--- config.mk ---
export PLATFORM = sky130hd
export DESIGN_NAME = hid_core
export DESIGN_NICKNAME = d
export VERILOG_FILES = /design/src/logic/hid_pkg.sv /design/src/logic/hid_core.sv
export VERILOG_INCLUDE_DIRS = /design/src /design/src/logic
export SDC_FILE = /design/constraint.sdc
export NUM_CORES = 1
export LEC_CHECK = 0
export BUFFER_PORTS_ARGS = -buffer_cell sky130_fd_sc_hd__buf_2
export CAP_MARGIN = 5
export CORE_MARGIN = 2
export CORE_UTILIZATION = 48
export DETAILED_ROUTE_END_ITERATION = 16
export GPL_ROUTABILITY_DRIVEN = 0
export GPL_TIMING_DRIVEN = 0
export PLACE_DENSITY = 0.66
export SKIP_CTS_REPAIR_TIMING = 1
export SLEW_MARGIN = 20
export SYNTH_ARGS = -nofsm -noshare
export SYNTH_HDL_FRONTEND = slang
export SYNTH_SLANG_ARGS = --single-unit
--- constraint.sdc ---
create_clock -name clk -period 13 [get_ports clk]
set_input_delay 2.6 -clock clk [delete_from_list [all_inputs] [get_ports clk]]
set_output_delay 2.6 -clock clk [all_outputs]
set_load 0.03 [all_outputs]
--- src/logic/hid_cfg.svh ---
// Purpose: constants of the host i/o initiation and done control
// Assumes: bit numbers are lsb-based (host bit 15 is index 15)
// Notes:   included by package and module; definitions only
`ifndef HID_CFG_SVH
`define HID_CFG_SVH
// ****************************************************
// device select and instruction fields
// ****************************************************
`define HID_SEL_CODE      6'h10
`define HID_DIAG_BIT      15
`define HID_MA_MSB        14
`define HID_SSC_MSB       11
`define HID_SSA_MSB       15
`define HID_SSA_LSB       12
// ****************************************************
// error register layout
// ****************************************************
`define HID_ERR_SUMMARY   15
`define HID_ERR_READCHK   14
`define HID_ERR_NODISC    13
`define HID_ERR_LATE      12
`define HID_ERR_WPROT     11
`define HID_ERR_DFAIL     10
// ****************************************************
// reset values and sizes
// ****************************************************
`define HID_WORD_RST      16'h0000
`define HID_BUF_WORDS     16
`define HID_PTR_FULL      4'hf
`endif

--- src/logic/hid_pkg.sv ---
// Purpose: shared types of the host i/o initiation and done control
// Assumes: hid_cfg.svh holds the shared constants; the operation codes are set here
// Notes:   strobes arrive as one packed bundle from the i/o bus pins
`include "hid_cfg.svh"
package hid_pkg;
  // ****************************************************
  // types
  // ****************************************************
  // raw i/o bus strobes, all asynchronous to clk
  typedef struct packed {
    logic first_output_strobe;
    logic second_output_strobe;
    logic third_output_strobe;
    logic first_input_strobe;
    logic second_input_strobe;
    logic write_go_pulse;
    logic read_go_pulse;
    logic clear_strobe;
    logic bus_reset_pulse;
    logic channel_address_strobe;
    logic channel_input_strobe;
    logic channel_output_strobe;
  } hid_strobes_t;
  // formatter-side events, same clock domain
  typedef struct packed {
    logic end_flag;
    logic buffer_empty_flag;
    logic end_structure_oneshot;
    logic write_protect_err;
    logic no_disc_err;
    logic disc_fail_err;
    logic read_check_err;
    logic data_late_err;
  } hid_fmt_t;
  typedef enum logic [1:0] {
    HID_IDLE    = 2'b00,
    HID_WRITING = 2'b01,
    HID_READING = 2'b10
  } hid_op_t;
endpackage

--- src/logic/hid_core.sv ---
// Purpose: host i/o select, initiation, readback and done control
// Assumes: bus pins asynchronous; formatter events on clk
// Notes:   strobe effects act on synchronised edges, 2-3 cycles late
//
// Operation
// - error register holds last operation's errors
// - status input strobes error register out
// - address input strobes address counter out
// - busy address readout returns zeros
// - channel address gate increments address counter
// - second output bit 15 selects diagnostic
// - diagnostic loops sixteen words through buffer
// - diagnostic addresses from access counter, no write
// - respond only to select code octal 20; bus reset and channel strobes act on any code
// - loads and go gated off while busy
// - go pulse initialises, clears done, starts
// - go trailing edge sets operation flag, busy
// - first output loads unit track sector
// - second output loads memory address counter
// - third output presets pending, loads count
// - clear function initialises all flags; the code leaves the diagnostic mode flag set
// - bus reset clears busy, done, pending, errors; power reset all
// - write done on end structure timeout
// - read done on final channel input fall
// - no disc, disc fail, write protect emit error end pulse
// - no disc 13+15, disc fail 10+15
// - read check 14+15, data late 12+15
// - done asserts done line, error end drops busy
//
// Our own choices: the strobed register port and the address map.
`timescale 1ns/10ps
`include "hid_cfg.svh"
module hid_core (
  input  wire logic                  clk,
  input  wire logic                  reset_n,
  input  wire logic [5:0]            device_select_lines,
  input  wire hid_pkg::hid_strobes_t strobes_in,
  input  wire logic [15:0]           bus_data_in,
  input  wire hid_pkg::hid_fmt_t     fmt_in,
  output logic [15:0]                bus_data_out,
  output logic                       bus_data_oe,
  output logic                       status_read_strobe,
  output logic                       address_read_strobe,
  output logic                       busy_line,
  output logic                       done_line,
  output logic                       start_pulse,
  output logic                       init_pulse,
  output logic [15:0]                unit_track_sector_q,
  output logic [3:0]                 subsector_addr_q,
  output logic [11:0]                transfer_count_q,
  output logic                       subsector_pending_flag,
  output logic                       diag_mode_q,
  output logic [3:0]                 buffer_addr,
  output logic                       buffer_write_enable,
  output logic                       error_end_pulse
);
  // ****************************************************
  // reset release and pin synchronisers
  // ****************************************************
  logic [1:0]            rst_sync_q;
  logic                  rst_n;
  hid_pkg::hid_strobes_t stb_m_q;
  hid_pkg::hid_strobes_t stb_q;
  hid_pkg::hid_strobes_t stb_prev_q;
  logic [5:0]            sel_m_q;
  logic [5:0]            sel_q;
  logic [15:0]           dat_m_q;
  logic [15:0]           dat_q;
  hid_pkg::hid_strobes_t rise;
  hid_pkg::hid_strobes_t fall;
  hid_pkg::hid_fmt_t     fmt_prev_q;

  function automatic logic [11:0] edge_of(input logic [11:0] now_v,
                                          input logic [11:0] old_v,
                                          input logic        up);
    edge_of = up ? (now_v & ~old_v) : (~now_v & old_v);
  endfunction

  // reset held asynchronously, released on clk
  always_ff @(posedge clk or negedge reset_n) begin
    if (!reset_n) begin
      rst_sync_q <= 2'b00;
    end else begin
      rst_sync_q <= {rst_sync_q[0], 1'b1};
    end
  end
  assign rst_n = rst_sync_q[1];

  always_ff @(posedge clk or negedge rst_n) begin
    if (!rst_n) begin
      stb_m_q    <= '0;
      stb_q      <= '0;
      stb_prev_q <= '0;
      sel_m_q    <= 6'h00;
      sel_q      <= 6'h00;
      dat_m_q    <= `HID_WORD_RST;
      dat_q      <= `HID_WORD_RST;
    end else begin
      stb_m_q    <= strobes_in;
      stb_q      <= stb_m_q;
      stb_prev_q <= stb_q;
      sel_m_q    <= device_select_lines;
      sel_q      <= sel_m_q;
      dat_m_q    <= bus_data_in;
      dat_q      <= dat_m_q;
    end
  end

  // edges from the second stage only
  assign rise = hid_pkg::hid_strobes_t'(edge_of(stb_q, stb_prev_q, 1'b1));
  assign fall = hid_pkg::hid_strobes_t'(edge_of(stb_q, stb_prev_q, 1'b0));

  // ****************************************************
  // selection and gating
  // ****************************************************
  hid_pkg::hid_op_t op_q;
  logic             selected;
  logic             idle_gate;
  logic             init_any;
  logic             done_set;
  logic             done_q;
  logic             pending_q;
  logic             go_any_rise;
  logic             err_hit;

  assign selected  = (sel_q == `HID_SEL_CODE);
  // loads and go only while not busy
  assign idle_gate = selected && (op_q == hid_pkg::HID_IDLE);
  assign go_any_rise = idle_gate && (rise.write_go_pulse ||
                                     rise.read_go_pulse);
  assign init_any  = go_any_rise || (selected && rise.clear_strobe) ||
                     rise.bus_reset_pulse;
  assign init_pulse  = init_any;
  assign start_pulse = go_any_rise;

  // ****************************************************
  // operation flags
  // ****************************************************
  // done wins over a go trailing edge seen the same cycle
  always_ff @(posedge clk or negedge rst_n) begin
    if (!rst_n) begin
      op_q <= hid_pkg::HID_IDLE;
    end else if ((selected && rise.clear_strobe) ||
                 rise.bus_reset_pulse || done_set) begin
      op_q <= hid_pkg::HID_IDLE;
    end else if (idle_gate && fall.write_go_pulse) begin
      op_q <= hid_pkg::HID_WRITING;
    end else if (idle_gate && fall.read_go_pulse) begin
      op_q <= hid_pkg::HID_READING;
    end
  end
  assign busy_line = (op_q != hid_pkg::HID_IDLE);

  // ****************************************************
  // done control
  // ****************************************************
  logic wr_done;
  logic rd_done;
  logic diag_full;

  assign wr_done = (op_q == hid_pkg::HID_WRITING) && fmt_in.end_flag &&
                   fmt_in.buffer_empty_flag &&
                   fmt_prev_q.end_structure_oneshot &&
                   !fmt_in.end_structure_oneshot;
  // read end on final input strobe fall
  assign rd_done = (op_q == hid_pkg::HID_READING) && fmt_in.end_flag &&
                   fall.channel_input_strobe;
  assign done_set = wr_done || rd_done || err_hit || diag_full;

  always_ff @(posedge clk or negedge rst_n) begin
    if (!rst_n) begin
      done_q <= 1'b0;
    end else if (done_set) begin
      done_q <= 1'b1;
    end else if (init_any) begin
      done_q <= 1'b0;
    end
  end
  assign done_line = done_q;

  // ****************************************************
  // error register and error end
  // ****************************************************
  logic [15:0] err_q;
  logic        end_err_rise;

  // rising edge of a terminating error while busy
  assign end_err_rise = busy_line &&
    ((fmt_in.write_protect_err && !fmt_prev_q.write_protect_err) ||
     (fmt_in.no_disc_err && !fmt_prev_q.no_disc_err) ||
     (fmt_in.disc_fail_err && !fmt_prev_q.disc_fail_err));
  assign err_hit = end_err_rise;

  always_ff @(posedge clk or negedge rst_n) begin
    if (!rst_n) begin
      fmt_prev_q      <= '0;
      error_end_pulse <= 1'b0;
    end else begin
      fmt_prev_q      <= fmt_in;
      error_end_pulse <= end_err_rise;
    end
  end

  // errors held until next go, clear or bus reset
  always_ff @(posedge clk or negedge rst_n) begin
    if (!rst_n) begin
      err_q <= `HID_WORD_RST;
    end else begin
      if (init_any) begin
        err_q <= `HID_WORD_RST;
      end
      // no disc, disc fail, write protect, read check and late bits
      if (fmt_in.no_disc_err) begin
        err_q[`HID_ERR_NODISC]  <= 1'b1;
        err_q[`HID_ERR_SUMMARY] <= 1'b1;
      end
      if (fmt_in.disc_fail_err) begin
        err_q[`HID_ERR_DFAIL]   <= 1'b1;
        err_q[`HID_ERR_SUMMARY] <= 1'b1;
      end
      if (fmt_in.write_protect_err) begin
        err_q[`HID_ERR_WPROT]   <= 1'b1;
        err_q[`HID_ERR_SUMMARY] <= 1'b1;
      end
      if (fmt_in.read_check_err) begin
        err_q[`HID_ERR_READCHK] <= 1'b1;
        err_q[`HID_ERR_SUMMARY] <= 1'b1;
      end
      if (fmt_in.data_late_err) begin
        err_q[`HID_ERR_LATE]    <= 1'b1;
        err_q[`HID_ERR_SUMMARY] <= 1'b1;
      end
    end
  end

  // ****************************************************
  // address, sector and count registers
  // ****************************************************
  logic [`HID_MA_MSB:0] mem_addr_q;
  logic [3:0]           ssa_stage_q;

  // unit track sector from first output
  always_ff @(posedge clk or negedge rst_n) begin
    if (!rst_n) begin
      unit_track_sector_q <= `HID_WORD_RST;
    end else if (idle_gate && rise.first_output_strobe) begin
      unit_track_sector_q <= dat_q;
    end
  end

  // counter load wins over a gate pulse, never both while idle
  always_ff @(posedge clk or negedge rst_n) begin
    if (!rst_n) begin
      mem_addr_q  <= '0;
      diag_mode_q <= 1'b0;
    end else if (idle_gate && rise.second_output_strobe) begin
      mem_addr_q  <= dat_q[`HID_MA_MSB:0];
      diag_mode_q <= dat_q[`HID_DIAG_BIT];
    end else if (busy_line && rise.channel_address_strobe) begin
      mem_addr_q <= mem_addr_q + 1'b1;
    end
  end

  always_ff @(posedge clk or negedge rst_n) begin
    if (!rst_n) begin
      pending_q        <= 1'b0;
      transfer_count_q <= 12'h000;
      ssa_stage_q      <= 4'h0;
    end else if (idle_gate && rise.third_output_strobe) begin
      pending_q        <= 1'b1;
      transfer_count_q <= dat_q[`HID_SSC_MSB:0];
      ssa_stage_q      <= dat_q[`HID_SSA_MSB:`HID_SSA_LSB];
    end else if (init_any && !go_any_rise) begin
      pending_q <= 1'b0;
    end else if (busy_line && rise.channel_address_strobe &&
                 transfer_count_q != 12'h000) begin
      transfer_count_q <= transfer_count_q - 1'b1;
    end
  end
  assign subsector_pending_flag = pending_q;

  // address taken when pending and start
  always_ff @(posedge clk or negedge rst_n) begin
    if (!rst_n) begin
      subsector_addr_q <= 4'h0;
    end else if (pending_q && go_any_rise) begin
      subsector_addr_q <= ssa_stage_q;
    end
  end

  // ****************************************************
  // diagnostic buffer loopback
  // ****************************************************
  logic [15:0] buf_mem [0:`HID_BUF_WORDS-1];
  logic [3:0]  proc_ptr_q;
  logic        diag_wr;
  logic        diag_rd;

  // channel words into and out of buffer
  assign diag_wr = diag_mode_q && (op_q == hid_pkg::HID_WRITING) &&
                   rise.channel_output_strobe;
  assign diag_rd = diag_mode_q && (op_q == hid_pkg::HID_READING) &&
                   rise.channel_input_strobe;
  assign diag_full = diag_wr && (proc_ptr_q == `HID_PTR_FULL);
  // access counter addresses, readback never writes
  assign buffer_addr         = proc_ptr_q;
  assign buffer_write_enable = diag_wr;

  always_ff @(posedge clk) begin
    if (diag_wr) begin
      buf_mem[proc_ptr_q] <= dat_q;
    end
  end

  // pointer restarts at each go so both passes span 16 words
  always_ff @(posedge clk or negedge rst_n) begin
    if (!rst_n) begin
      proc_ptr_q <= 4'h0;
    end else if (init_any) begin
      proc_ptr_q <= 4'h0;
    end else if (diag_wr || diag_rd) begin
      proc_ptr_q <= proc_ptr_q + 1'b1;
    end
  end

  // ****************************************************
  // data bus readback
  // ****************************************************
  // output stands while the synced input strobe is high
  always_ff @(posedge clk or negedge rst_n) begin
    if (!rst_n) begin
      bus_data_out <= `HID_WORD_RST;
      bus_data_oe  <= 1'b0;
    end else if (selected && stb_q.first_input_strobe) begin
      bus_data_out <= err_q;
      bus_data_oe  <= 1'b1;
    end else if (selected && stb_q.second_input_strobe) begin
      bus_data_out <= busy_line ? `HID_WORD_RST :
                      {1'b0, mem_addr_q};
      bus_data_oe  <= 1'b1;
    end else if (diag_rd) begin
      // buffered word back to the host
      bus_data_out <= buf_mem[proc_ptr_q];
      bus_data_oe  <= 1'b1;
    end else if (!stb_q.channel_input_strobe) begin
      bus_data_oe  <= 1'b0;
    end
  end
  assign status_read_strobe  = selected && stb_q.first_input_strobe;
  // address strobe gated off while busy
  assign address_read_strobe = idle_gate && stb_q.second_input_strobe;

  // ****************************************************
  // checks
  // ****************************************************
  property p_sel_only;
    @(posedge clk) disable iff (!rst_n)
      (sel_q != `HID_SEL_CODE) |-> !status_read_strobe && !start_pulse;
  endproperty
  a_sel_only: assert property (p_sel_only)
    else $error("strobe while not selected");

  property p_busy_gate;
    @(posedge clk) disable iff (!rst_n)
      busy_line && rise.second_output_strobe && !done_set
      |=> $stable(mem_addr_q) || $past(rise.channel_address_strobe);
  endproperty
  a_busy_gate: assert property (p_busy_gate)
    else $error("address load taken while busy");

  property p_go_clears_done;
    @(posedge clk) disable iff (!rst_n)
      start_pulse && !done_set |=> !done_line;
  endproperty
  a_go_clears_done: assert property (p_go_clears_done)
    else $error("go did not clear done");

  property p_trailing_busy;
    @(posedge clk) disable iff (!rst_n)
      idle_gate && fall.read_go_pulse && !rise.clear_strobe &&
      !rise.bus_reset_pulse && !done_set |=> busy_line;
  endproperty
  a_trailing_busy: assert property (p_trailing_busy)
    else $error("busy not raised on go trailing edge");

  property p_zero_when_busy;
    @(posedge clk) disable iff (!rst_n)
      selected && stb_q.second_input_strobe && busy_line &&
      !stb_q.first_input_strobe |=> bus_data_out == 16'h0000;
  endproperty
  a_zero_when_busy: assert property (p_zero_when_busy)
    else $error("address shown while busy");

  property p_addr_step;
    @(posedge clk) disable iff (!rst_n)
      busy_line && rise.channel_address_strobe
      |=> mem_addr_q == $past(mem_addr_q) + 1'b1;
  endproperty
  a_addr_step: assert property (p_addr_step)
    else $error("address counter did not step");

  property p_clear_all;
    @(posedge clk) disable iff (!rst_n)
      selected && rise.clear_strobe && !done_set
      |=> !busy_line && !done_line && !subsector_pending_flag;
  endproperty
  a_clear_all: assert property (p_clear_all)
    else $error("clear left a flag set");

  property p_err_end;
    @(posedge clk) disable iff (!rst_n)
      end_err_rise |=> done_line && !busy_line && error_end_pulse;
  endproperty
  a_err_end: assert property (p_err_end)
    else $error("error end did not finish operation");

  property p_late_bits;
    @(posedge clk) disable iff (!rst_n)
      fmt_in.data_late_err |=> err_q[12] && err_q[15];
  endproperty
  a_late_bits: assert property (p_late_bits)
    else $error("late error bits missing");

  property p_diag_no_write;
    @(posedge clk) disable iff (!rst_n)
      op_q == hid_pkg::HID_READING |-> !buffer_write_enable;
  endproperty
  a_diag_no_write: assert property (p_diag_no_write)
    else $error("buffer written during readback");
endmodule

Word-level counts from Yosys, hierarchy flattened

Memory sizes are Yosys's and may differ from the RTL's.
Index checks and enable logic that the tools add are counted.

Bits in registers: 170
Bits in latches: 0
RAM bits: 256
Bits in read-only memories: 0
Input port bits: 44
Logic and storage cells: 175
Memories kept: 1

$add $sub $neg: 3
Multiply operators: 0
Divide/modulo/power cells: 0
$lt $le $gt $ge: 0
Equality and inequality tests: 6
Shift operators: 0
Multiplexer cells: 34
Bitwise operators: 4
Reductions and logical operators: 63

Memory list:

| memory  | depth | width | read ports | clocked after Yosys merged registers in | write ports | line            | source |
|---|---|---|---|---|---|---|---|
| buf_mem | 16    | 16    | 1          | 0                                       | 1           | hid_core.sv:294 | `` logic [15:0] buf_mem [0:`HID_BUF_WORDS-1]; `` |

Operator list:

| cell                                                                    | number |
|---|---|
| 16-bit 2-to-1 mux                                                       | 4 |
| 15-bit 2-to-1 mux                                                       | 3 |
| 12-bit 2-to-1 mux                                                       | 3 |
| 1-bit logical AND                                                       | 30 |
| 2-bit nonzero test                                                      | 11 |
| 1-bit 2-to-1 mux                                                        | 18 |
| 15-bit by 1-bit adder with 15-bit output, second input constant         | 1 |
| 12-bit bitwise AND                                                      | 1 |
| 12-bit NOT                                                              | 1 |
| 12-bit nonzero test                                                     | 1 |
| 12-bit by 1-bit subtractor with 12-bit output, second input constant    | 1 |
| 1-bit logical OR                                                        | 11 |
| 2-bit 2-to-1 mux                                                        | 4 |
| 4-bit 2-to-1 mux                                                        | 2 |
| 7-bit bitwise AND                                                       | 1 |
| 7-bit NOT                                                               | 1 |
| 6-bit by 5-bit equality test with 1-bit output, second input constant   | 1 |
| 3-bit nonzero test                                                      | 2 |
| 6-bit nonzero test                                                      | 1 |
| 1-bit logical NOT                                                       | 5 |
| 4-bit by 1-bit adder with 4-bit output, second input constant           | 1 |
| 4-bit equality test, second input constant                              | 1 |
| 4-bit by 2-bit inequality test with 1-bit output, second input constant | 1 |
| 2-bit by 1-bit equality test with 1-bit output, second input constant   | 1 |
| other kinds (4)                                                         | 4 |

Depth between registers and ports, before layout

Depth in word-level cells: 12
Gate-level depth with buffers: 9
Gate-level depth less buffers: 7

Worst setup path before layout

OpenSTA, ideal clock, no wires.

Kind: register to output
From: register sel_q[1]
To: output port init_pulse
Arrival time: 1992 ps
Path slack: 8408 ps
Stages on the path, launching flop included: 6
Buffers on the path: 1
Cells stage by stage: dfrtp_1 or4_4 a211oi_4 nor2b_1 clkbuf_1 inv_1

Cells in the longest elaborated chain, start to end: 5
Elaborated cells on any way between the ends: 6

Ends and longest elaborated chain:

| element                                                  | line            | source |
|---|---|---|
| start, declared                                          | hid_core.sv:66  | `logic [5:0] sel_q;` |
| start signal, assigned                                   | hid_core.sv:103 | `sel_q <= sel_m_q;` |
| 6-bit by 5-bit equality test with 1-bit output (no line) | --              |  |
| 1-bit logical AND                                        | hid_core.sv:128 | `assign idle_gate = selected && (op_q == hid_pkg::HID_IDLE);` |
| 1-bit logical AND                                        | hid_core.sv:129 | `assign go_any_rise = idle_gate && (rise.write_go_pulse \|\|` |
| net start_pulse                                          | hid_core.sv:46  | `output logic start_pulse,` |
| 1-bit logical OR (2 in a row)                            | hid_core.sv:131 | `assign init_any = go_any_rise \|\| (selected && rise.clear_strobe) \|\|` |
| end, declared                                            | hid_core.sv:47  | `output logic init_pulse,` |

The timed path passes the listed nets, and every way through them passes these cells.

Worst setup path after layout

From: register sel_q[1]
To: output port init_pulse

Cells in the longest elaborated chain, start to end: 5
Elaborated cells on any way between the ends: 6

Ends and longest elaborated chain:

| element                                                      | line |
|---|---|
| 6-bit by 5-bit equality test with 1-bit output (no line) (*) | -- |
| 1-bit logical AND                                            | hid_core.sv:128 |
| 1-bit logical AND                                            | hid_core.sv:129 |
| 1-bit logical OR (*) (2 in a row)                            | hid_core.sv:131 |

Every way passes the cells marked *; elsewhere a longest branch is shown, timed or not.

==> qor.csv <==
stage,metric,value,unit
setup_path,"Data arrival, critical path",2.87,ns
timing,Tcrit/Tclk final,0.421,
drt,final wirelength,36400,um
synth,"Distinct cells, synth",61,
cells_and_area,fill cell count,2549,
timing,RSZ-0062 raised after global routing,no,
setup_path,crit end category,output pin,
setup_path,Worst R2R Start,buffer_addr[2]$_DFFE_PN0P_,
clock_network,maximum clock insertion buffer count,3,
synth,ys flop type,edfxtp_1,
cells_and_area,Ant. Diodes,0,
power,leakage,7.04,nW
floorplan,Die Y,186,um
clock_network,root buffer cell,clkbuf_16,
grt,Congestion Overflow GR,0,
synth,Synth area leaders,"edfxtp_1 (48%), dfrtp_1 (26%), mux4_2 (9.0%), nand2_1 (1.7%), mux2_2 (1.6%)",
outcome,run status,"finished, final reports clean",
cells_and_area,Layout area overhead,17.6,%
floorplan,die footprint,34800,um^2
min_path,HP Class,reg -> async,
placed_design,detailed placement HPWL,24200,um
synth,ys async rst share,0.396,
setup_path,CP Launch Type,flip-flop,
setup_path,reg2reg setup slack,9.88,ns
clock_network,"Clk Latency, worst-skew pair",0.54,ns
timing,clk_skew,0.0174,ns
timing,final hold viol count,0,
synth,"top cells by count, synth","edfxtp_1 (256), dfrtp_1 (168), nand2_1 (71)",
timing,final period demand of the worst path,5.47,ns
job,max cap viols,0,
power,VDD IR max,0.126,mV
cells_and_area,final core occ,0.575,
placed_design,IO buf count,106,
setup_path,worst reg2reg path depth,6,
grt,global-route wire length before repair,55800,um
setup_path,Worst Setup Path Type,reg -> out,
drt,mean routed wirelength per cell,23.3,um
cells_and_area,register area,11900,um^2
floorplan,Rows,66,
power,total power,2.78,mW
floorplan,starting density of the core,0.489,
synth,"EDFF count, synth",256,
drt,drt via density,5.69,
setup_path,Worst Path Required,10.40,ns
synth,sequential-to-total area share from yosys stat,0.744,
placed_design,placed cell area,17400,um^2
drt,vias,8903,
cells_and_area,layout cells sized above 1,0.282,
timing,Relative slew margins,0.375,
setup_path,"Max FO, Critical Path",8,
drt,Iteration-0 DRC Markers,875,
synth,post-synth top area cell,edfxtp_1,
synth,most common cell in the netlist,edfxtp_1,
synth,Yosys top cell area share,0.481,
setup_path,R2R Path End,buf_mem[4][15]$_DFFE_PP_,
synth,Gate Count Post-Synth,914,
synth,Ys Warns,0,
timing,count of final setup violators,0,
drt,DR pass1 iterations,5,
power,PD cells,148,nW/um^2
clock_network,clock sinks,424,
synth,syn_nets,965,
drt,final routed DRC violation total,0,
synth,synthesized cell area,16000,um^2
cells_and_area,"Design Area, Final",18800,um^2
drt,Detail Route Antenna Nets,0,
clock_network,CTS Buf Count,43,
grt,largest net degree at the start of global routing,59,
grt,GRT Overall Usage,0.214,
grt,vias in the first global route,9065,
cells_and_area,Multi-input gate area,3910,um^2
timing,Setup TNS,0,ns
clock_network,CTS H-tree lvls,2,
setup_path,Setup crit start,sel_q[1]$_DFF_PN0_,
floorplan,core area,32700,um^2
grt,antenna violations before repair,1,
synth,"FF+latch count, synth",424,
clock_network,CTS tree,done,
cells_and_area,layout net count,1138,
timing,Peak Freq,183,MHz
clock_network,"Clk pin slew, worst setup/hold paths",0.06,ns
timing,actual slew at the worst max-slew pin,0.938,ns
floorplan,Die X-Extent,186,um
timing,Final Slew Violations,0,
floorplan,# IOs,107,
synth,Mapped Avg Cell Area,17.5,um^2
## report_power, final
| group | internal [mW] | total (mW) | switching, mW |
|---|---|---|---|
| clock network | 0.675 | 1.18 | 0.501 |
| registers | 1.46 | 1.51 | 0.0419 |
| logic | 0.0333 | 0.0949 | 0.0615 |
| total | 2.17 | 2.78 | 0.605 |
## area by class of cell
cell class	count	share of cell area
sequential	424	0.633
multi-input combinational	434	0.208
clock buffer	53	0.0617
timing repair buffer	128	0.0448
tap	442	0.0294
clock inverter	27	0.0103
buffer	37	0.00872
inverter	19	0.00380
## sequential cells by signal, summed over array words and instances, names as in the netlist, 2 cells and up
name / cells
bus_data_out: 16
fmt_prev_q: 4
sel_m_q: 6
dat_m_q: 16
transfer_count_q: 12
buffer_addr: 4
stb_prev_q: 10
err_q: 6
stb_m_q: 12
buf_mem: 256
dat_q: 16
sel_q: 6
op_q: 2
subsector_addr_q: 4
rst_sync_q: 2
unit_track_sector_q: 16
stb_q: 12
ssa_stage_q: 4
mem_addr_q: 15
## critical path, cell delays in order (launching register included)
cell and delay [ns]:
dfrtp_1 0.38, nor4_2 0.57, a32oi_1 0.39, nor2b_1 0.24
clkbuf_1 0.23, inv_1 0.27, buf_2 0.25
## placed cells by master (no fill, tap or decap), drive strengths merged, types with 23 or more instances in the layout
master / instances
mux2: 23
clkinv: 23
a211oi: 23
nor2: 42
dfrtp: 168
edfxtp: 256
mux4: 64
buf: 147
nand2: 71
clkbuf: 71
## cells by family (layout without fill, tap and decap cells)
group | count (synthesis) | after routing | share of synthesized area
xor gates and xnor gates | 8 | 8 | 0.00438
adders and majority gates | 7 | 7 | 0.00548
and+or+nand+nor | 207 | 207 | 0.0638
other | 1 | 1 | 0.000235
AOI/OAI and AO/OA | 111 | 111 | 0.0528
DFF | 424 | 424 | 0.744
buffers and inverters | 56 | 264 | 0.0147
muxes | 100 | 100 | 0.115
## metrics by stage
step,instances,setup WS (ns),hold WS (ns)
after detailed placement,1484,8.11,0.335
final,1564,7.53,0.342
after global routing,1564,7.35,0.355
after CTS,1564,7.51,0.346
after floorplan,914,7.97,0.331
after global placement,1462,6.18,0.331
## per-layer routing
metal / global-route usage / share of wire / vias to the layer above
met5: 0 / 0.00036 / -
li1: - / - / 3915
met2: 0.337 / 0.47 / 326
met1: 0.307 / 0.43 / 4599
met4: 0.0681 / 0.029 / 2
met3: 0.0397 / 0.070 / 61
## worst max path at each step
stage                             endpoint  slack [ns]  depth (start not counted)
2_1_floorplan   buffer_addr[0]$_DFFE_PN0P_        7.97                          0
3_3_place_gp   bus_data_out[3]$_DFFE_PN0P_        6.18                          0
3_5_place_dp                    init_pulse        8.11                          6
4_1_cts                         init_pulse        7.51                          6
5_1_grt                         init_pulse        7.35                          6
6_report                        init_pulse        7.53                          6
No activity file was read; power rests on OpenSTA's default activity.
